<file path="config.mk">
export PLATFORM = sky130hd
export DESIGN_NAME = ethernet_phy_line_coding
export DESIGN_NICKNAME = d
export VERILOG_FILES = /design/src/pkg/phy_line_pkg.sv /design/src/verilog/tenbase_t_coding.sv /design/src/verilog/ethernet_phy_line_coding.sv
export SDC_FILE = /design/constraint.sdc
export NUM_CORES = 1
export LEC_CHECK = 0
export BUFFER_PORTS_ARGS = -buffer_cell sky130_fd_sc_hd__buf_2
export CAP_MARGIN = 40
export CELL_PAD_IN_SITES_DETAIL_PLACEMENT = 1
export CELL_PAD_IN_SITES_GLOBAL_PLACEMENT = 2
export CORE_UTILIZATION = 30
export CTS_CLUSTER_DIAMETER = 200
export CTS_CLUSTER_SIZE = 10
export DETAILED_ROUTE_END_ITERATION = 8
export PLACE_DENSITY = 0.74
export SYNTH_ARGS = -nofsm -noshare
export SYNTH_HDL_FRONTEND = slang
export SYNTH_HIERARCHICAL = 1
export SYNTH_SLANG_ARGS = --single-unit
</file>
<file path="constraint.sdc">
create_clock -name sys_clk -period 7.94 [get_ports sys_clk]
set_input_delay 0.397 -clock sys_clk [delete_from_list [all_inputs] [get_ports sys_clk]]
set_output_delay 0.397 -clock sys_clk [all_outputs]
set_load 0.01 [all_outputs]
</file>
<file path="src/pkg/phy_line_pkg.sv">
// Purpose: Shared constants and code tables for the PHY line coding path
// Assumes: One system clock of 40 MHz; 100M symbol path advances one code bit per cycle
// Notes: Long counts are given as defaults for top-level parameters
package phy_line_pkg;
  localparam int CLK_HZ = 40_000_000;
  localparam int CLK_KHZ = CLK_HZ / 1000;
  // 4B/5B control code groups
  localparam logic [4:0] CG_J = 5'h18;
  localparam logic [4:0] CG_K = 5'h11;
  localparam logic [4:0] CG_T = 5'h0D;
  localparam logic [4:0] CG_R = 5'h07;
  localparam logic [4:0] CG_I = 5'h1F;
  localparam logic [4:0] CG_H = 5'h04;
  localparam logic [4:0] CG_INVALID = 5'h10;
  localparam logic [3:0] NIB_PREAMBLE = 4'h5;
  localparam logic [3:0] NIB_BAD_SSD = 4'hE;
  localparam logic [2:0] SYM_LAST = 3'h4;
  localparam logic [2:0] MII_CLK_RISE = 3'h2;
  // Scrambler key generator
  localparam logic [10:0] SCR_SEED = 11'h7FF;
  localparam logic [5:0] LOCK_MATCHES = 6'h1E;
  localparam logic [3:0] IDLE_RUN = 4'hA;
  localparam int IDLE_WINDOW_NS = 40_000;
  localparam int IDLE_WINDOW_CYC = IDLE_WINDOW_NS / 1000 * CLK_HZ / 1_000_000;
  localparam int IDLE_TMR_W = 11;
  // MLT-3 slicer and levels
  localparam logic signed [5:0] MLT3_THRESH = 6'sh10;
  localparam logic signed [5:0] MLT3_THRESH_NEG = 6'sh30;
  localparam logic [1:0] LVL_ZERO = 2'h0;
  localparam logic [1:0] LVL_POS = 2'h1;
  localparam logic [1:0] LVL_NEG = 2'h3;
  // 10BASE-T timing
  localparam int NLP_PERIOD_MS = 16;
  localparam int NLP_PERIOD_CYC_DEF = NLP_PERIOD_MS * CLK_KHZ;
  localparam int NLP_WIDTH_NS = 100;
  localparam int NLP_WIDTH_CYC = NLP_WIDTH_NS * CLK_KHZ / 1_000_000;
  localparam int NLP_MAX_NS = 200;
  localparam int NLP_MAX_CYC = NLP_MAX_NS * CLK_KHZ / 1_000_000;
  localparam int JABBER_MS = 45;
  localparam int JABBER_CYC_DEF = JABBER_MS * CLK_KHZ;
  localparam int LINK_LOSS_MS = 100;
  localparam int LINK_LOSS_CYC_DEF = LINK_LOSS_MS * CLK_KHZ;
  localparam logic [3:0] TX10_CLK_HIGH = 4'h8;

  function automatic logic [4:0] enc4b5b(input logic [3:0] nib);
    logic [4:0] tbl [16];
    tbl = '{5'h1E, 5'h09, 5'h14, 5'h15, 5'h0A, 5'h0B, 5'h0E, 5'h0F,
            5'h12, 5'h13, 5'h16, 5'h17, 5'h1A, 5'h1B, 5'h1C, 5'h1D};
    return tbl[nib];
  endfunction

  // Returns valid flag and nibble for data code groups
  function automatic logic [4:0] dec5b4b(input logic [4:0] grp);
    logic [4:0] res;
    res = 5'h00;
    for (int i = 0; i < 16; i++)
    begin
      if (enc4b5b(4'(i)) == grp)
      begin
        res = {1'b1, 4'(i)};
      end
    end
    return res;
  endfunction
endpackage

</file>
<file path="src/verilog/tenbase_t_coding.sv">
// Purpose: 10BASE-T Manchester transmit and receive, link pulses, polarity and jabber
// Assumes: Sliced receive line is synchronous, four cycles per bit, carrier starting one cycle into the first half cell
// Notes: Half-bit cells are two cycles, the 20 MHz cell rate
`timescale 1ns/1ps
module tenbase_t_coding
  import phy_line_pkg::*;
#(
  parameter int NLP_PERIOD_CYC = NLP_PERIOD_CYC_DEF,
  parameter int JABBER_CYC = JABBER_CYC_DEF,
  parameter int LINK_LOSS_CYC = LINK_LOSS_CYC_DEF
)
(
  input wire logic sys_clk,
  input wire logic rst_n,
  input wire logic enable,
  input wire logic [3:0] txd,
  input wire logic tx_en,
  output logic tx_clk,
  output logic tx_line,
  output logic tx_drive,
  input wire logic rx_line,
  input wire logic rx_active,
  output logic rx_clk,
  output logic [3:0] rxd,
  output logic rx_dv,
  output logic rx_er,
  output logic polarity_reversed_flag,
  output logic link_up,
  output logic jabber
);
  logic [3:0] cyc_q;
  logic [3:0] nib_q;
  logic act_q;
  logic [31:0] jab_q;
  logic [31:0] nlp_tmr_q;
  logic tx_line_q;
  logic tx_drive_q;
  wire nib_take = cyc_q == 4'h0;
  wire jab_hit = jab_q >= 32'(JABBER_CYC);
  // Pulse cut short when a frame is coming, so the receiver sees the frame start
  wire nlp_on = !act_q && !tx_en && nlp_tmr_q < 32'(NLP_WIDTH_CYC);
  wire cur_bit = nib_q[cyc_q[3:2]];
  // First half carries the complement, mid-bit edge carries the bit
  wire man_bit = cyc_q[1] ? cur_bit : !cur_bit;

  always_ff @(posedge sys_clk or negedge rst_n)
  begin
    if (!rst_n)
    begin
      cyc_q <= 4'h0;
      nib_q <= 4'h0;
      act_q <= 1'b0;
      jab_q <= 32'h0000_0000;
      nlp_tmr_q <= 32'h0000_0000;
      tx_line_q <= 1'b0;
      tx_drive_q <= 1'b0;
    end
    else
    begin
      cyc_q <= cyc_q + 4'h1;
      if (nib_take)
      begin
        nib_q <= txd;
        act_q <= enable && tx_en && !jab_hit;
      end
      jab_q <= !tx_en ? 32'h0000_0000 : (jab_hit ? jab_q : jab_q + 32'h0000_0001);
      // After a frame the next pulse waits a full period instead of joining the frame
      nlp_tmr_q <= act_q ? 32'(NLP_WIDTH_CYC) :
        (nlp_tmr_q >= 32'(NLP_PERIOD_CYC - 1) ? 32'h0000_0000 : nlp_tmr_q + 32'h0000_0001);
      tx_line_q <= act_q ? man_bit : nlp_on;
      tx_drive_q <= enable && (act_q || nlp_on);
    end
  end

  assign tx_clk = cyc_q < TX10_CLK_HIGH;
  assign tx_line = tx_line_q;
  assign tx_drive = tx_drive_q;
  assign jabber = jab_hit;

  logic [1:0] ph_q;
  logic half_a_q;
  logic first_q;
  logic pol_q;
  logic [3:0] sh_q;
  logic [1:0] bcnt_q;
  logic viol_q;
  logic act_d_q;
  logic [3:0] rxd_q;
  logic dv_q;
  logic er_q;
  logic [31:0] plen_q;
  logic [31:0] link_tmr_q;
  wire rx_start = rx_active && !act_d_q;
  // Line starts one cycle into the first half cell: sample cycles 0 and 2 after the rise
  wire bit_done = rx_active && !rx_start && ph_q == 2'h2;
  // Preamble starts with a one; a leading zero means swapped pair
  wire pol_d = first_q ? !rx_line : pol_q;
  wire rx_bit = rx_line ^ pol_d;
  wire viol = half_a_q == rx_line;
  wire nlp_seen = act_d_q && !rx_active && plen_q <= 32'(NLP_MAX_CYC);

  always_ff @(posedge sys_clk or negedge rst_n)
  begin
    if (!rst_n)
    begin
      ph_q <= 2'h0;
      half_a_q <= 1'b0;
      first_q <= 1'b0;
      pol_q <= 1'b0;
      sh_q <= 4'h0;
      bcnt_q <= 2'h0;
      viol_q <= 1'b0;
      act_d_q <= 1'b0;
      rxd_q <= 4'h0;
      dv_q <= 1'b0;
      er_q <= 1'b0;
      plen_q <= 32'h0000_0000;
      link_tmr_q <= 32'(LINK_LOSS_CYC);
    end
    else
    begin
      act_d_q <= rx_active;
      ph_q <= rx_start ? 2'h1 : ph_q + 2'h1;
      plen_q <= rx_active ? plen_q + 32'h0000_0001 : 32'h0000_0000;
      link_tmr_q <= (nlp_seen || dv_q) ? 32'h0000_0000 :
        (link_tmr_q >= 32'(LINK_LOSS_CYC) ? link_tmr_q : link_tmr_q + 32'h0000_0001);
      if (rx_start)
      begin
        first_q <= 1'b1;
        bcnt_q <= 2'h0;
        viol_q <= 1'b0;
      end
      if (rx_active && (rx_start || ph_q == 2'h0))
      begin
        half_a_q <= rx_line;
      end
      if (bit_done)
      begin
        first_q <= 1'b0;
        pol_q <= pol_d;
        sh_q <= {rx_bit, sh_q[3:1]};
        bcnt_q <= bcnt_q + 2'h1;
        viol_q <= (bcnt_q == 2'h0) ? viol : (viol_q || viol);
        if (bcnt_q == 2'h3)
        begin
          rxd_q <= {rx_bit, sh_q[3:1]};
          dv_q <= enable;
          er_q <= enable && (viol_q || viol);
        end
      end
      else if (!rx_active)
      begin
        dv_q <= 1'b0;
        er_q <= 1'b0;
      end
    end
  end

  // Idle high, so the last nibble of a frame still gets a rising edge
  assign rx_clk = bcnt_q[1] || !rx_active;
  assign rxd = rxd_q;
  assign rx_dv = dv_q;
  assign rx_er = er_q;
  assign polarity_reversed_flag = pol_q;
  assign link_up = link_tmr_q < 32'(LINK_LOSS_CYC);
endmodule

</file>
<file path="src/verilog/ethernet_phy_line_coding.sv">
// Purpose: Digital line coding for a 10/100 twisted-pair PHY between the MII and the analog front end
// Assumes: 100M path moves one code bit per sys_clk; ADC samples and 10M line levels are synchronous
// Notes: Mode pins replace the management register bits; no software-visible registers
// Contract
// - Code group 10000 is invalid and raises receive error during a frame.
// - Transmit scrambler also serialises each five-bit group.
// - Scrambled bits become an NRZI stream before line coding.
// - Three-level code changes level on a one and holds on a zero.
// - Receive path takes one six-bit quantiser sample per line sample.
// - Descrambler locks its key during idle and then descrambles with it.
// - Descrambler undoes scrambling and packs serial bits into five-bit groups.
// - No idle within the 40 us window aborts reception and restarts lock.
// - Descrambler bypass input skips descrambling.
// - J/K pair fixes group boundaries until the next frame start.
// - J/K delivers two 0101 preamble nibbles with data valid raised.
// - T/R or two idles drop carrier and data valid, never as data.
// - Unexpected groups in a frame raise receive error.
// - Bad start delimiter gives receive error, nibble 1110, no data valid.
// - 10M transmit takes nibbles at 2.5 MHz and serialises them.
// - Transmit nibble is captured at the sys_clk edge after the transmit clock rises while enabled.
// - Manchester cells run at the 20 MHz half-bit rate.
// - Transmit enable low in 10M sends normal link pulses.
// - 10M receive checks Manchester, fixes swapped polarity, flags it.
// - 10M received bits are packed into nibbles for the MAC.
// - Received link pulses keep the 10M link up.
// - Jabber aborts transmission within 45 ms, cleared when enable drops.
// - Transmit data nibbles map through the standard 4B/5B table.
// - Encoder bypass sends transmit error as the fifth bit.
// - J/K on enable rise, T/R on fall, H on error rise.
`timescale 1ns/1ps
module ethernet_phy_line_coding
  import phy_line_pkg::*;
#(
  parameter int NLP_PERIOD_CYC = NLP_PERIOD_CYC_DEF,
  parameter int JABBER_CYC = JABBER_CYC_DEF,
  parameter int LINK_LOSS_CYC = LINK_LOSS_CYC_DEF
)
(
  input wire logic sys_clk,
  input wire logic nrst,
  input wire logic speed_100,
  input wire logic enc_enable,
  input wire logic descr_bypass,
  output logic mii_tx_clk,
  input wire logic [3:0] txd,
  input wire logic tx_en,
  input wire logic tx_er,
  output logic mii_rx_clk,
  output logic [3:0] rxd,
  output logic rx_dv,
  output logic rx_er,
  output logic crs,
  output logic mlt3_pos,
  output logic mlt3_neg,
  input wire logic [5:0] adc_sample,
  output logic descr_locked,
  output logic tx10_line,
  output logic tx10_drive,
  input wire logic rx10_line,
  input wire logic rx10_active,
  output logic polarity_reversed_flag,
  output logic link10_up,
  output logic jabber
);
  logic rst_meta_q;
  logic rst_n_q;

  always_ff @(posedge sys_clk or negedge nrst)
  begin
    if (!nrst)
    begin
      rst_meta_q <= 1'b0;
      rst_n_q <= 1'b0;
    end
    else
    begin
      rst_meta_q <= 1'b1;
      rst_n_q <= rst_meta_q;
    end
  end

  // 100M transmit: encode, scramble, serialise, NRZI, MLT-3
  typedef enum logic [1:0] {TX_IDLE, TX_K, TX_DATA, TX_R} tx_state_t;
  tx_state_t tx_state_q;
  tx_state_t tx_state_d;
  logic [2:0] tx_ph_q;
  logic tx_er_q;
  logic [4:0] tx_shift_q;
  logic [4:0] tx_grp_d;
  logic [10:0] scr_q;
  logic nrzi_q;
  logic [1:0] mlt_q;
  logic mlt_pos_q;
  logic mlt_neg_q;
  wire tx_load = tx_ph_q == 3'h0;
  wire scr_key = scr_q[10] ^ scr_q[8];
  wire tx_sbit = tx_shift_q[4] ^ scr_key;
  wire nrzi_d = nrzi_q ^ tx_sbit;
  wire [1:0] mlt_d = (nrzi_d != nrzi_q) ? mlt_q + 2'h1 : mlt_q;

  always_comb
  begin
    tx_grp_d = CG_I;
    tx_state_d = tx_state_q;
    if (!enc_enable)
    begin
      tx_grp_d = {tx_er, txd};
      tx_state_d = TX_IDLE;
    end
    else
    begin
      unique case (tx_state_q)
        TX_IDLE:
        begin
          if (tx_en)
          begin
            tx_grp_d = CG_J;
            tx_state_d = TX_K;
          end
        end
        TX_K:
        begin
          tx_grp_d = CG_K;
          tx_state_d = TX_DATA;
        end
        TX_DATA:
        begin
          if (!tx_en)
          begin
            tx_grp_d = CG_T;
            tx_state_d = TX_R;
          end
          else if (tx_er && !tx_er_q)
          begin
            tx_grp_d = CG_H;
          end
          else
          begin
            tx_grp_d = enc4b5b(txd);
          end
        end
        TX_R:
        begin
          tx_grp_d = CG_R;
          tx_state_d = TX_IDLE;
        end
      endcase
    end
  end

  always_ff @(posedge sys_clk or negedge rst_n_q)
  begin
    if (!rst_n_q)
    begin
      tx_state_q <= TX_IDLE;
      tx_ph_q <= 3'h0;
      tx_er_q <= 1'b0;
      tx_shift_q <= CG_I;
      scr_q <= SCR_SEED;
      nrzi_q <= 1'b0;
      mlt_q <= 2'h0;
      mlt_pos_q <= 1'b0;
      mlt_neg_q <= 1'b0;
    end
    else
    begin
      tx_ph_q <= (tx_ph_q == SYM_LAST) ? 3'h0 : tx_ph_q + 3'h1;
      if (tx_load)
      begin
        tx_state_q <= tx_state_d;
        tx_er_q <= tx_er;
        tx_shift_q <= tx_grp_d;
      end
      else
      begin
        tx_shift_q <= {tx_shift_q[3:0], 1'b0};
      end
      scr_q <= {scr_q[9:0], scr_key};
      nrzi_q <= nrzi_d;
      mlt_q <= mlt_d;
      mlt_pos_q <= speed_100 && mlt_d == LVL_POS;
      mlt_neg_q <= speed_100 && mlt_d == LVL_NEG;
    end
  end

  assign mlt3_pos = mlt_pos_q;
  assign mlt3_neg = mlt_neg_q;

  // 100M receive: slice, MLT-3 to NRZI, descramble, align, decode
  typedef enum logic [1:0] {RX_IDLE, RX_SSD_K, RX_FRAME, RX_BAD} rx_state_t;
  rx_state_t rx_state_q;
  logic [1:0] lvl_q;
  logic rx_nrzi_q;
  logic rx_nrzi_prev_q;
  logic [10:0] dsc_q;
  logic [5:0] match_q;
  logic locked_q;
  logic [3:0] ones_q;
  logic [IDLE_TMR_W-1:0] idle_tmr_q;
  logic [9:0] win_q;
  logic [2:0] rx_ph_q;
  logic [3:0] hold_q;
  logic t_seen_q;
  logic i_seen_q;
  logic [3:0] rxd_q;
  logic dv_q;
  logic er_q;
  logic crs_q;
  wire signed [5:0] smp = $signed(adc_sample);
  wire [1:0] lvl_d = (smp >= MLT3_THRESH) ? LVL_POS : ((smp <= MLT3_THRESH_NEG) ? LVL_NEG : LVL_ZERO);
  wire raw_bit = rx_nrzi_q ^ rx_nrzi_prev_q;
  wire dsc_key = dsc_q[10] ^ dsc_q[8];
  wire plain_bit = descr_bypass ? raw_bit : raw_bit ^ dsc_key;
  wire rx_usable = descr_bypass || locked_q;
  wire idle_seen = ones_q >= IDLE_RUN;
  wire idle_expire = !descr_bypass && locked_q && idle_tmr_q == IDLE_TMR_W'(IDLE_WINDOW_CYC - 1);
  wire [9:0] win_d = {win_q[8:0], plain_bit};
  wire [4:0] grp = win_d[4:0];
  wire grp_end = rx_ph_q == SYM_LAST;
  wire [4:0] dec = dec5b4b(grp);
  wire j_found = rx_usable && grp == CG_J && win_d[9:5] == CG_I;

  always_ff @(posedge sys_clk or negedge rst_n_q)
  begin
    if (!rst_n_q)
    begin
      lvl_q <= LVL_ZERO;
      rx_nrzi_q <= 1'b0;
      rx_nrzi_prev_q <= 1'b0;
      dsc_q <= SCR_SEED;
      match_q <= 6'h00;
      locked_q <= 1'b0;
      ones_q <= 4'h0;
      idle_tmr_q <= '0;
      win_q <= 10'h000;
    end
    else
    begin
      lvl_q <= lvl_d;
      rx_nrzi_q <= rx_nrzi_q ^ (lvl_d != lvl_q);
      rx_nrzi_prev_q <= rx_nrzi_q;
      win_q <= win_d;
      ones_q <= plain_bit ? (idle_seen ? ones_q : ones_q + 4'h1) : 4'h0;
      idle_tmr_q <= (idle_seen || !locked_q) ? '0 : idle_tmr_q + IDLE_TMR_W'(1);
      if (idle_expire)
      begin
        locked_q <= 1'b0;
        match_q <= 6'h00;
      end
      else if (locked_q)
      begin
        dsc_q <= {dsc_q[9:0], dsc_key};
      end
      else
      begin
        // Idle is all ones, so the inverted line bit is the key
        dsc_q <= {dsc_q[9:0], !raw_bit};
        match_q <= (dsc_key == !raw_bit) ? match_q + 6'h01 : 6'h00;
        locked_q <= match_q == LOCK_MATCHES;
      end
    end
  end

  always_ff @(posedge sys_clk or negedge rst_n_q)
  begin
    if (!rst_n_q)
    begin
      rx_state_q <= RX_IDLE;
      rx_ph_q <= 3'h0;
      hold_q <= NIB_PREAMBLE;
      t_seen_q <= 1'b0;
      i_seen_q <= 1'b0;
      rxd_q <= 4'h0;
      dv_q <= 1'b0;
      er_q <= 1'b0;
      crs_q <= 1'b0;
    end
    else
    begin
      rx_ph_q <= (grp_end || (rx_state_q == RX_IDLE && j_found)) ? 3'h0 : rx_ph_q + 3'h1;
      if (idle_expire)
      begin
        rx_state_q <= RX_IDLE;
        dv_q <= 1'b0;
        er_q <= 1'b0;
        crs_q <= 1'b0;
      end
      else
      begin
        unique case (rx_state_q)
          RX_IDLE:
          begin
            if (j_found)
            begin
              rx_state_q <= RX_SSD_K;
              hold_q <= NIB_PREAMBLE;
              t_seen_q <= 1'b0;
              i_seen_q <= 1'b0;
              crs_q <= 1'b1;
            end
          end
          RX_SSD_K:
          begin
            if (grp_end && grp == CG_K)
            begin
              rx_state_q <= RX_FRAME;
              rxd_q <= hold_q;
              dv_q <= 1'b1;
            end
            else if (grp_end)
            begin
              rx_state_q <= RX_BAD;
              rxd_q <= NIB_BAD_SSD;
              er_q <= 1'b1;
            end
          end
          RX_BAD:
          begin
            if (idle_seen)
            begin
              rx_state_q <= RX_IDLE;
              er_q <= 1'b0;
              crs_q <= 1'b0;
            end
          end
          RX_FRAME:
          begin
            if (grp_end)
            begin
              i_seen_q <= grp == CG_I;
              t_seen_q <= grp == CG_T;
              rxd_q <= hold_q;
              er_q <= 1'b0;
              if ((t_seen_q && grp == CG_R) || (i_seen_q && grp == CG_I))
              begin
                rx_state_q <= RX_IDLE;
                dv_q <= 1'b0;
                crs_q <= 1'b0;
              end
              else if (dec[4] && !t_seen_q)
              begin
                hold_q <= dec[3:0];
              end
              else if (grp != CG_T && grp != CG_I)
              begin
                er_q <= 1'b1;
              end
            end
          end
        endcase
      end
    end
  end

  assign descr_locked = locked_q;

  // 10M path
  logic tx10_clk;
  logic rx10_clk;
  logic [3:0] rxd10;
  logic dv10;
  logic er10;

  tenbase_t_coding #(
    .NLP_PERIOD_CYC(NLP_PERIOD_CYC),
    .JABBER_CYC(JABBER_CYC),
    .LINK_LOSS_CYC(LINK_LOSS_CYC)
  ) u_ten (
    .sys_clk(sys_clk),
    .rst_n(rst_n_q),
    .enable(!speed_100),
    .txd(txd),
    .tx_en(tx_en),
    .tx_clk(tx10_clk),
    .tx_line(tx10_line),
    .tx_drive(tx10_drive),
    .rx_line(rx10_line),
    .rx_active(rx10_active),
    .rx_clk(rx10_clk),
    .rxd(rxd10),
    .rx_dv(dv10),
    .rx_er(er10),
    .polarity_reversed_flag(polarity_reversed_flag),
    .link_up(link10_up),
    .jabber(jabber)
  );

  assign mii_tx_clk = speed_100 ? tx_ph_q < MII_CLK_RISE : tx10_clk;
  assign mii_rx_clk = speed_100 ? rx_ph_q >= MII_CLK_RISE : rx10_clk;
  assign rxd = speed_100 ? rxd_q : rxd10;
  assign rx_dv = speed_100 ? dv_q : dv10;
  assign rx_er = speed_100 ? er_q : er10;
  assign crs = speed_100 ? crs_q : dv10;
endmodule

</file>
# After elaboration in Yosys (flattened, before gate mapping)
# Memories as Yosys holds them, arrays and structs flattened.
# Cells that the tools add are included.
dict set report classes {
  n_addsub 13
  mul 0
  div_mod_pow 0
  magnitude_cmp 14
  n_eq_ne 63
  shift 0
  muxes 113
  n_bitwise 10
  reduce_logical 70
}
# operator n
set op_table {}
lappend op_table {{2-to-1 mux 32 bit} 7}
lappend op_table {{adder 32 x 1 -> 32 bit (second input constant)} 4}
lappend op_table {{2-to-1 mux 5 bit} 22}
lappend op_table {{equality test 5 bit (first input constant)} 11}
lappend op_table {{2-to-1 mux 1 bit} 40}
lappend op_table {{2-to-1 mux 4 bit} 10}
lappend op_table {{>= comparator 32 x 20 -> 1 bit (second input constant)} 1}
lappend op_table {{>= comparator 32 x 21 -> 1 bit (second input constant)} 1}
lappend op_table {{>= comparator 32 x 22 -> 1 bit (second input constant)} 1}
lappend op_table {{<= comparator 32 x 4 -> 1 bit (second input constant)} 1}
lappend op_table {{less-than comparator 32 x 22 -> 1 bit (second input constant)} 1}
lappend op_table {{less-than comparator 32 x 3 -> 1 bit (second input constant)} 1}
lappend op_table {{2-to-1 mux 2 bit} 16}
lappend op_table {{!= test 3 bit (second input constant)} 10}
lappend op_table {{equality test 4 x 5 -> 1 bit (first input constant)} 5}
lappend op_table {{logical AND 1 bit} 25}
lappend op_table {{equality test 5 bit (second input constant)} 4}
lappend op_table {{case mux 5 bit (4 select lines)} 1}
lappend op_table {{2-to-1 mux 6 bit} 3}
lappend op_table {{case mux 2 bit (4 select lines)} 2}
lappend op_table {{case mux 4 bit (2 select lines)} 2}
lappend op_table {{AND reduction 5 bit} 3}
lappend op_table {{equality test 2 bit (second input constant)} 7}
lappend op_table {{logical NOT 1 bit} 14}
lappend op_table {{other kinds (46)} 91}
dict set report word_totals {
  regBits 251
  latch_bits 0
  ramBits 0
  romBits 80
  in_bits 19
  elab_cells 333
  n_memories 1
}
# name depth word_bits rd rd_ports_with_merged_regs wr line
set memory_table {}
lappend memory_table {{(name not given)} 16 5 1 0 0 phy_line_pkg.sv:49} ;# return tbl[nib];

# Longest topological paths before layout
# Gate-level depths: netlist of the first run.
dict set report depth {
  word_depth 26
  mapped_depth 8
  ltp_nobuf 8
}

# Hierarchy
# Netlist of the first run, hierarchy kept.
# mod instances cells_per_inst area_each_um2
set modules_own_cells {}
lappend modules_own_cells {tenbase_t_coding 1 728 7488.4}
lappend modules_own_cells {ethernet_phy_line_coding 1 432 4483.0}

# Worst setup path after synthesis of the first run
# Ideal clock, no wire load.
dict set report synth_timing {
  kind {register -> register}
  startpoint {reg idle_tmr_q[0]}
  endpoint {reg t_seen_q}
  setup_ns 0.066
  arrival_time_ns 2.139
  setup_slack_ns 5.735
  path_stages_with_launch 8
  path_buffers 0
  synth_period_minus_slack_ns 2.205
  path_cell_list {dfrtp_1 > ha_1 > and3_1 > and3_1 > and3_2 > or4_1 > o41ai_1 > a22o_1}
}
dict set report synth_via {
  elab_chain_cells 4
}
# element line
set synth_rtl {}
lappend synth_rtl {{start, declared} ethernet_phy_line_coding.sv:199} ;# logic [IDLE_TMR_W-1:0] idle_tmr_q;
lappend synth_rtl {{start signal, assigned} ethernet_phy_line_coding.sv:244} ;# idle_tmr_q <= (idle_seen || !locked_q) ? '0 : idle_tmr_q + IDLE_TMR_W'(1);
lappend synth_rtl {{equality test 11 bit} ethernet_phy_line_coding.sv:216} ;# wire idle_expire = !descr_bypass && locked_q && idle_tmr_q == IDLE_TMR_W'(IDLE_WINDOW_CYC - 1);
lappend synth_rtl {{logical AND 1 bit} ethernet_phy_line_coding.sv:216}
lappend synth_rtl {{inverter 1 bit (no source line)} -}
lappend synth_rtl {{AND reduction 4 bit (no source line)} -}
lappend synth_rtl {{end signal, assigned} ethernet_phy_line_coding.sv:271} ;# t_seen_q <= 1'b0;
lappend synth_rtl {{end signal, assigned} ethernet_phy_line_coding.sv:297} ;# t_seen_q <= 1'b0;
lappend synth_rtl {{end signal, assigned} ethernet_phy_line_coding.sv:331} ;# t_seen_q <= grp == CG_T;
lappend synth_rtl {{end, declared} ethernet_phy_line_coding.sv:203} ;# logic t_seen_q;
# No other way between the ends.
# A chain may end at the register's enable or synchronous reset.

# Worst setup path in the final report of the first run
dict set report layout_timing {
  startpoint {reg u_ten.jab_q[7]}
  endpoint {out jabber}
}
dict set report layout_via {
  elab_chain_cells 1
}
# element line
set layout_rtl {}
lappend layout_rtl {{start, declared} tenbase_t_coding.sv:34} ;# logic [31:0] jab_q;
lappend layout_rtl {{start signal, assigned} tenbase_t_coding.sv:66} ;# jab_q <= !tx_en ? 32'h0000_0000 : (jab_hit ? jab_q : jab_q + 32'h0000_0001);
lappend layout_rtl {{>= comparator 32 x 21 -> 1 bit} tenbase_t_coding.sv:39} ;# wire jab_hit = jab_q >= 32'(JABBER_CYC);
lappend layout_rtl {{end, declared} ethernet_phy_line_coding.sv:63} ;# output logic jabber
# No other way between the ends.

==> summary by stage, run 1 <==
Run status
The flow ran to the end, and the final reports show no timing, DRC or antenna violations.

Synth
The complex-gate fraction of the synthesized area is 8.77%. The mux cell area share after synthesis is 3.81%. The synthesized design spends more area on one cell type than any other, namely dfrtp_1.

The count of synthesis-stage warnings from yosys is 6. The dominant cell by count in the synthesized netlist is dfrtp_1. The number of enable-type register cells in the synthesized netlist is 0. After synthesis, the largest family of logic cells by area is simple AND/OR/NAND/NOR gates. Yosys attributes the largest share of cell area to dfrtp_1 (45%), dfstp_2 (7.9%), ha_1 (3.2%). The area share of xor/xnor cells in the synthesized design is 6.27%. In the synthesized netlist the async set-or-reset flop fraction comes to 100%. The gate count of the mapped netlist is 1160. The most instantiated flip-flop cell in the synthesis netlist is dfrtp_1. The sequential-to-total area share from yosys stat is 52.4%. The number of different library cells used by synthesis comes to 79. Synthesis inferred 249 register bits. Summing the areas of all and, or, nand and nor instances in the mapped netlist gives 22.4% of the synthesized area. The adder-cell share of the synthesized area is 3.24%. Counting instances in the post-synthesis netlist gives the leading cell types as dfrtp_1 (213), nand2_1 (103), nor2_1 (97).

After synthesis, the largest area contributor takes up 44.5% of total cell area. The synthesized area per cell is 10.3 µm². The summed instance area of the synthesized netlist is 12000 µm².

Worst hold path
The hold-critical path depth is 2. The tightest min-delay check is of the in2reg type. The startpoint of the most critical hold path is rx10_line.

Floorplanning
The placeable core region is 39000 µm². The floorplan has 72 rows. The I/O pin total is 36. The die is 202 µm tall.

Once the floorplan was initialized, standard cells occupied 30.7% of the core. The floorplan step set the die width to 202 µm. The floorplan step defined a die boundary enclosing 40700 µm².

Setup path
In this run the critical register-to-register path is launched from idle_tmr_q[0]$_DFF_PN0_. In this run the worst path has a maximum fanout of 11. The cell count of the worst reg-to-reg path is 7. At the worst endpoint, the arrival time is 2460 ps. The element type at the critical path start is a register.

The start point of the critical path is u_ten/jab_q[7]$_DFFE_PN0P_. The endpoint kind of the worst setup timing path is a primary output. The data required time at the worst endpoint is 7540 ps. The critical path class is reg2out. The register-to-register path setup slack is 5410 ps.

Timing
The post-route clock period utilization is 36.0%. The worst path needs 2860 ps of the cycle, external delays included. Headroom to the max-slew limit came out at 29.1%. For the pin with the worst max-slew slack, the measured transition is 1060 ps. The final critical-path setup slack is 5080 ps. Static timing analysis puts the maximum clock frequency at 350 MHz. The final-layout setup total negative slack is 0 ps. On the final layout, the worst clock skew is 18.2 ps.

The number of hold-slack violations in the final timing report is 0. The number of max-slew violations in the final report is 0. Setup repair after global routing left no endpoint under its margin. The number of failing setup endpoints in the final timing report is 0.

Flow run
The tool flagged a number of max-cap violations equal to 0.

Clocking
Once the clock tree was built, the resizer swapped 0 gates to a different size. The clock reaches the later pin of the worst-skew pair after 550 ps. The depth of the CTS H-tree is 1. The clock sink count is 249. TritonCTS built the clock tree.

Clock-pin slew was measured on the worst setup and hold paths at 60 ps. Clock tree synthesis selected as its root buffer the cell clkbuf_16. The count of buffers added by post-CTS timing repair for setup is 0.

The number of clock buffers added by TritonCTS is 28. The maximum root-to-sink buffer count is 3. The number of hold buffers added after CTS was 1.

Detailed routing
The routed wire length per instance is 14.9 µm. The final route contains 8600 vias. The number of vias per cell after detailed routing is 4.93. The total wire length is 26.0 mm. The total iterations of the first detailed-routing run is 4. After detailed routing, the number of remaining DRC violations is 0. The DRC violation total after the first TritonRoute iteration is 330. The count of nets left with antenna violations once routing finished came out at 0.

Pwr
In this run the power spent charging and discharging nets is 0.00102 W. Registers are responsible for 46.8% of the overall power. The cell-internal power is 0.00236 W. The share of total power in combinational logic is 18.2%. The clock share of power is 35.0%. For this design the ratio of total power to cell area is 249 nW/µm².

In this run the static leakage power is 5.94 nW. In this run switching power makes up 30.1% of total power. The highest ir drop seen on vdd is 0.171 mV.

Layout
The layout net count is 1256. Compared with the post-synthesis result, the final layout area differs by 13.2%. 0 antenna diodes ended up in the layout. The share of final-layout standard cells stronger than drive strength 1 is 13.0%.

Place
The total of buffers placed on input and output ports is 35. The placer's final routability congestion estimate is 0.740. The worst setup slack before clock tree synthesis is 5300 ps. The estimated wirelength of the detail-placed design is 17.2 mm.

GRT
In the global route stage, overall resource usage came out at 13.2%. Global routing finished with a remaining overflow of 0. The initial antenna violation count is 0.

The pin count of the biggest net entering global routing is 187. The wire length of the first global-routing pass is 45.7 mm. The via count of the first global-routing pass is 9213.
## registers in the layout (all words and copies together) (netlist names), 3 cells and up
| signal | flops |
|---|---|
| u_ten/sh_q | 3 |
| u_ten/nib_q | 4 |
| u_ten/nlp_tmr_q | 32 |
| u_ten/rxd | 4 |
| dsc_q | 11 |
| scr_q | 11 |
| idle_tmr_q | 11 |
| u_ten/jab_q | 32 |
| u_ten/link_tmr_q | 32 |
| ones_q | 4 |
| hold_q | 4 |
| tx_shift_q | 5 |
| win_q | 9 |
| tx_ph_q | 3 |
| u_ten/cyc_q | 4 |
| u_ten/plen_q | 32 |
| match_q | 6 |
| rx_ph_q | 3 |
| rxd_q | 4 |
## critical path: stages (launching register included)
cell,delay (ps)
dfrtp_1,440
o2111ai_1,160
a2111oi_2,660
or3_1,450
buf_2,210
## cells by family after synthesis
kind of cell,count (synthesis)
flops,249
xor+xnor,84
buf+inv,86
mux,41
compound gates,162
other cells,2
fa+ha+maj,31
simple gates,505
## cell usage in the layout (no fill, tap or decap), drive strengths merged, types with 11 or more instances in the layout
cell / count
dfrtp: 213
nand2: 104
nor2: 97
nand3: 65
and2: 54
clkbuf: 52
inv: 51
o21ai: 50
xor2: 45
xnor2: 39
buf: 39
dfstp: 36
nor4: 36
a21oi: 35
ha: 31
mux2: 27
and3: 25
nand4: 22
nor3: 19
o31ai: 16
nand2b: 16
or3: 16
or4: 14
mux2i: 13
conb: 13
nor2b: 11
## stage by stage
| stage | total power, W | area, µm² | std cells | util [%] | hold slack (ps) |
|---|---|---|---|---|---|
| finish | 0.00338 | 13600 | 1746 | 34.7 | 122 |
| global route | 0.00361 | 13600 | 1746 | 34.7 | 104 |
| CTS | 0.00345 | 13600 | 1746 | 34.7 | 93.3 |
| detailed placement | 0.00222 | 12700 | 1693 | 32.6 | 186 |
| global placement | 0.00220 | 12700 | 1690 | 32.5 | 183 |
| floorplan | 0.00204 | 12000 | 1171 | - | 101 |
## metal layers
metal  part of all wire, %  global-route usage [%]  vias to the layer above
li1                      -                       -                     4149
met1                    48                    17.9                     4331
met5                     0                       0                        -
met4                   2.2                    3.41                        0
met2                    47                    21.9                       81
met3                   3.0                    2.35                       39
## power groups by stage
stage | clock network, W | logic [W] | registers (W)
detailed placement | 0 | 0.000623 | 0.00160
finish | 0.00118 | 0.000614 | 0.00158
floorplan | 0 | 0.000478 | 0.00156
global placement | 0 | 0.000601 | 0.00160
CTS | 0.00124 | 0.000627 | 0.00158
global route | 0.00129 | 0.000713 | 0.00161
## cell type report
type	count	area [µm²]
fill	4415	25500
sequential	249	6280
multi-input combinational	836	5380
clock buffer	52	812
tap	518	648
timing repair buffer	40	245
inverter	51	191
## final timing paths
check                                                      endpoint
max in group asynchronous                        mlt_q[1]$_DFF_PN0_
min in group asynchronous                         rst_n_q$_DFF_PN0_
min reg2reg                                      win_q[2]$_DFF_PN0_
max reg2reg                                    t_seen_q$_DFFE_PN0P_
max                                                          jabber
min                        u_ten/polarity_reversed_flag$_DFFE_PN0P_
No activity file was read; power rests on OpenSTA's default activity.
==> run 2: changes to the inputs <==
clock period = 2.3 ns   (was 7.94 ns; I/O delays follow)
==> summary by stage, run 2 (synthesis gave the netlist of run 1 again) <==
Place
The area after detailed placement is 13100 µm² (+3.3%). The number of placed instances, taps included is 1746 (+3.1%). The estimated wirelength of the detail-placed design is 18.3 mm (+6.2%). The total of buffers placed on input and output ports is 35 (unchanged). The placer's final routability congestion estimate is 0.755 (+2.1%).

Layout
In the layout the commonest cells are dfrtp_1 (211), nand2_1 (102), nor2_1 (97). The area added between synthesis and finish is 19.6%. Leaving out fill and tap cells, the most frequent cell in the layout is dfrtp_1. The layout net count came to 1334 (+6.2%). The share of final-layout standard cells stronger than drive strength 1 is 18.9% (+5.9 points). The post-route cell area is 14300 µm² (+5.6%). The total inserted antenna cells is 0 (unchanged). The share of the core filled with cells in the final layout is 36.7% (+2.0 points). The count of placed standard cells in the final layout, fillers left out is 1824 (+4.5%).

Detailed routing
The via total after detailed routing came to 8855 (+3.0%). The DRC violation total after the first TritonRoute iteration was 310 (-6.1%). The number of vias per cell after detailed routing is 4.85 (-1.4%). The DRC violation count after routing is 0 (unchanged). The total wire length is 27.1 mm (+4.3%). The routed wire length per instance came to 14.9 µm (-0.14%). The total iterations of the first detailed-routing run is 4 (unchanged). The final antenna-violating net count is 0 (unchanged).

GRT
The total routing resource utilization after global routing was 13.7% (+0.50 points). The initial antenna violation count is 0 (unchanged). The pin count of the biggest net entering global routing is 99 (-47%). The total congestion overflow after global routing came to 0 (unchanged).

The wire length of the first global-routing pass is 47.3 mm (+3.4%). The via count of the first global-routing pass was 9413 (+2.2%).

Timing
The number of hold-slack violations in the final timing report is 0 (unchanged). The actual transition at the worst max-transition pin is 673 ps (-391 ps). The post-route clock period utilization is 102%. Derived from the worst setup path, the maximum achievable clock frequency is 425 MHz. The relative slew slack was 54.7% (+26 points). The number of max-slew violations in the final report is 0 (unchanged). The smallest hold slack is 19.8 ps (-102 ps). The number of failing setup endpoints in the final timing report is 9 (+9).

The final critical-path setup slack was -54.7 ps (-5140 ps). Subtracting the final worst setup slack from the clock period gives 2350 ps. Setup repair after global routing could not meet its margin everywhere.

The worst-case clock skew came to 20.5 ps (+2.30 ps).

Clocking
The post-CTS clock slew at the launch and capture registers of the worst setup and hold paths is 60 ps (about the same). The clock sink count is 249 (unchanged). The clock latency of the later-clocked register in the worst-skew pair is 550 ps (about the same). The maximum root-to-sink buffer count was 3 (unchanged). TritonCTS built the clock tree. The depth of the CTS H-tree is 1 (unchanged). The clock root buffer master is clkbuf_16. The number of buffers inserted during clock tree synthesis was 28 (unchanged).

Floorplanning
The y dimension of the die was 202 µm (unchanged). The placeable core region is 39000 µm² (unchanged). The starting utilization of the core area is 30.7% (unchanged). The die area is 40700 µm² (unchanged). The I/O pin total came to 36 (unchanged). The width of the chip is 202 µm (unchanged). The row count is 72 (unchanged).

Setup path
The data required time at the worst endpoint is 2180 ps (-5360 ps). The endpoint kind of the worst setup timing path is a primary output. The biggest cell delay along the critical path came to 530 ps (-130 ps). STA classifies the critical path startpoint as a register.

The slowest stage of the critical path is the or4_4 cell. The cell with the most instances on the worst path is buf_6. The critical path data arrival time is 2240 ps (-220 ps). The highest fanout seen on the critical path is 6 (-5). Walking the worst path, the cells encountered are or4_4, nor4_4, buf_4, o21ai_4, buf_6, inv_4, buf_6. The critical path class is reg2out.

Pwr
The static power due to leakage is 6.36 nW (+7.0%). The highest ir drop seen on vdd is 0.550 mV (+220%). The overall power is 0.0120 W (+260%). The power density over cell area is 838 nW/µm² (+240%).

Worst hold path
The type of the most critical hold path is in2reg.

Flow run
The count of maximum capacitance violations was 0 (unchanged).

Run status
The final reports fail on negative setup slack. The flow ran to the end, but the final reports show violations.
[run 2: changes by cell type in the layout (fill, tap and decap cells not counted), sizes merged]
cell / change
buf: +65
dlygate4sd3: +13
[run 2: layout make-up]
| class | instances | area (µm²) |
|---|---|---|
| Timing Repair Buffer | 118 | 893 |
| Multi-Input combinational cell | 836 | 5480 |
| Clock buffer | 52 | 812 |
| Fill cell | 4416 | 24700 |
| Tap cell | 518 | 648 |
| Sequential cell | 249 | 6280 |
| Inverter | 51 | 194 |
[run 2: worst paths after layout]
path                                                       start                               end  slack (ps)  cells after the start
worst max-delay path            u_ten/link_tmr_q[22]$_DFFE_PN0P_                         link10_up         -50                      7
worst min register to register                 rst_n_q$_DFF_PN0_                  er_q$_DFFE_PN0P_         190                      0
min in group asynchronous                      rst_n_q$_DFF_PN0_                  er_q$_DFFE_PN0P_         190                      0
worst max register to register  u_ten/link_tmr_q[22]$_DFFE_PN0P_  u_ten/link_tmr_q[14]$_DFFE_PN0P_         -40                      7
worst min-delay path                                 rx10_active           u_ten/act_d_q$_DFF_PN0_          20                      2
max in group asynchronous                      rst_n_q$_DFF_PN0_           tx_shift_q[2]$_DFF_PN1_        1270                      1
[run 2: layer usage]
layer	vias up	share of wire, %	GRT usage [%]
li1	4310	-	-
met1	4435	49	19.2
met2	72	46	22.1
met3	38	2.3	2.17
met4	0	2.2	3.57
met5	-	0	0
[run 2: per-stage QoR]
step	worst slack, ps	setup TNS [ps]
final	-54.7	-182
after global routing	-126	-847
after global placement	-5.46	-5.46
after CTS	-96.1	-304
after detailed placement	-55.6	-453
after floorplan	-184	-38830
[run 2: report_power, final]
| group | switching, W | internal (W) |
|---|---|---|
| clock network | 0.00176 | 0.00234 |
| registers | 0.000409 | 0.00492 |
| logic | 0.00144 | 0.00112 |
| total | 0.00361 | 0.00839 |
[run 2: what timing repair did]
item / CTS / global route
gates resized for setup: 14 / 17
hold buffers: 14 / 0
endpoints found under the hold margin: 18 / 0
endpoints found under the setup margin: 33 / 28
setup buffers: 7 / 5
pin swaps: 10 / 7
[run 2: critical path, delay by kind of cell (launching register included)]
| family | cells | cell delay [ps] |
|---|---|---|
| buffers and inverters | 4 | 470 |
| DFF | 1 | 380 |
| AOI/OAI and AO/OA | 1 | 60 |
| and+or+nand+nor | 2 | 790 |
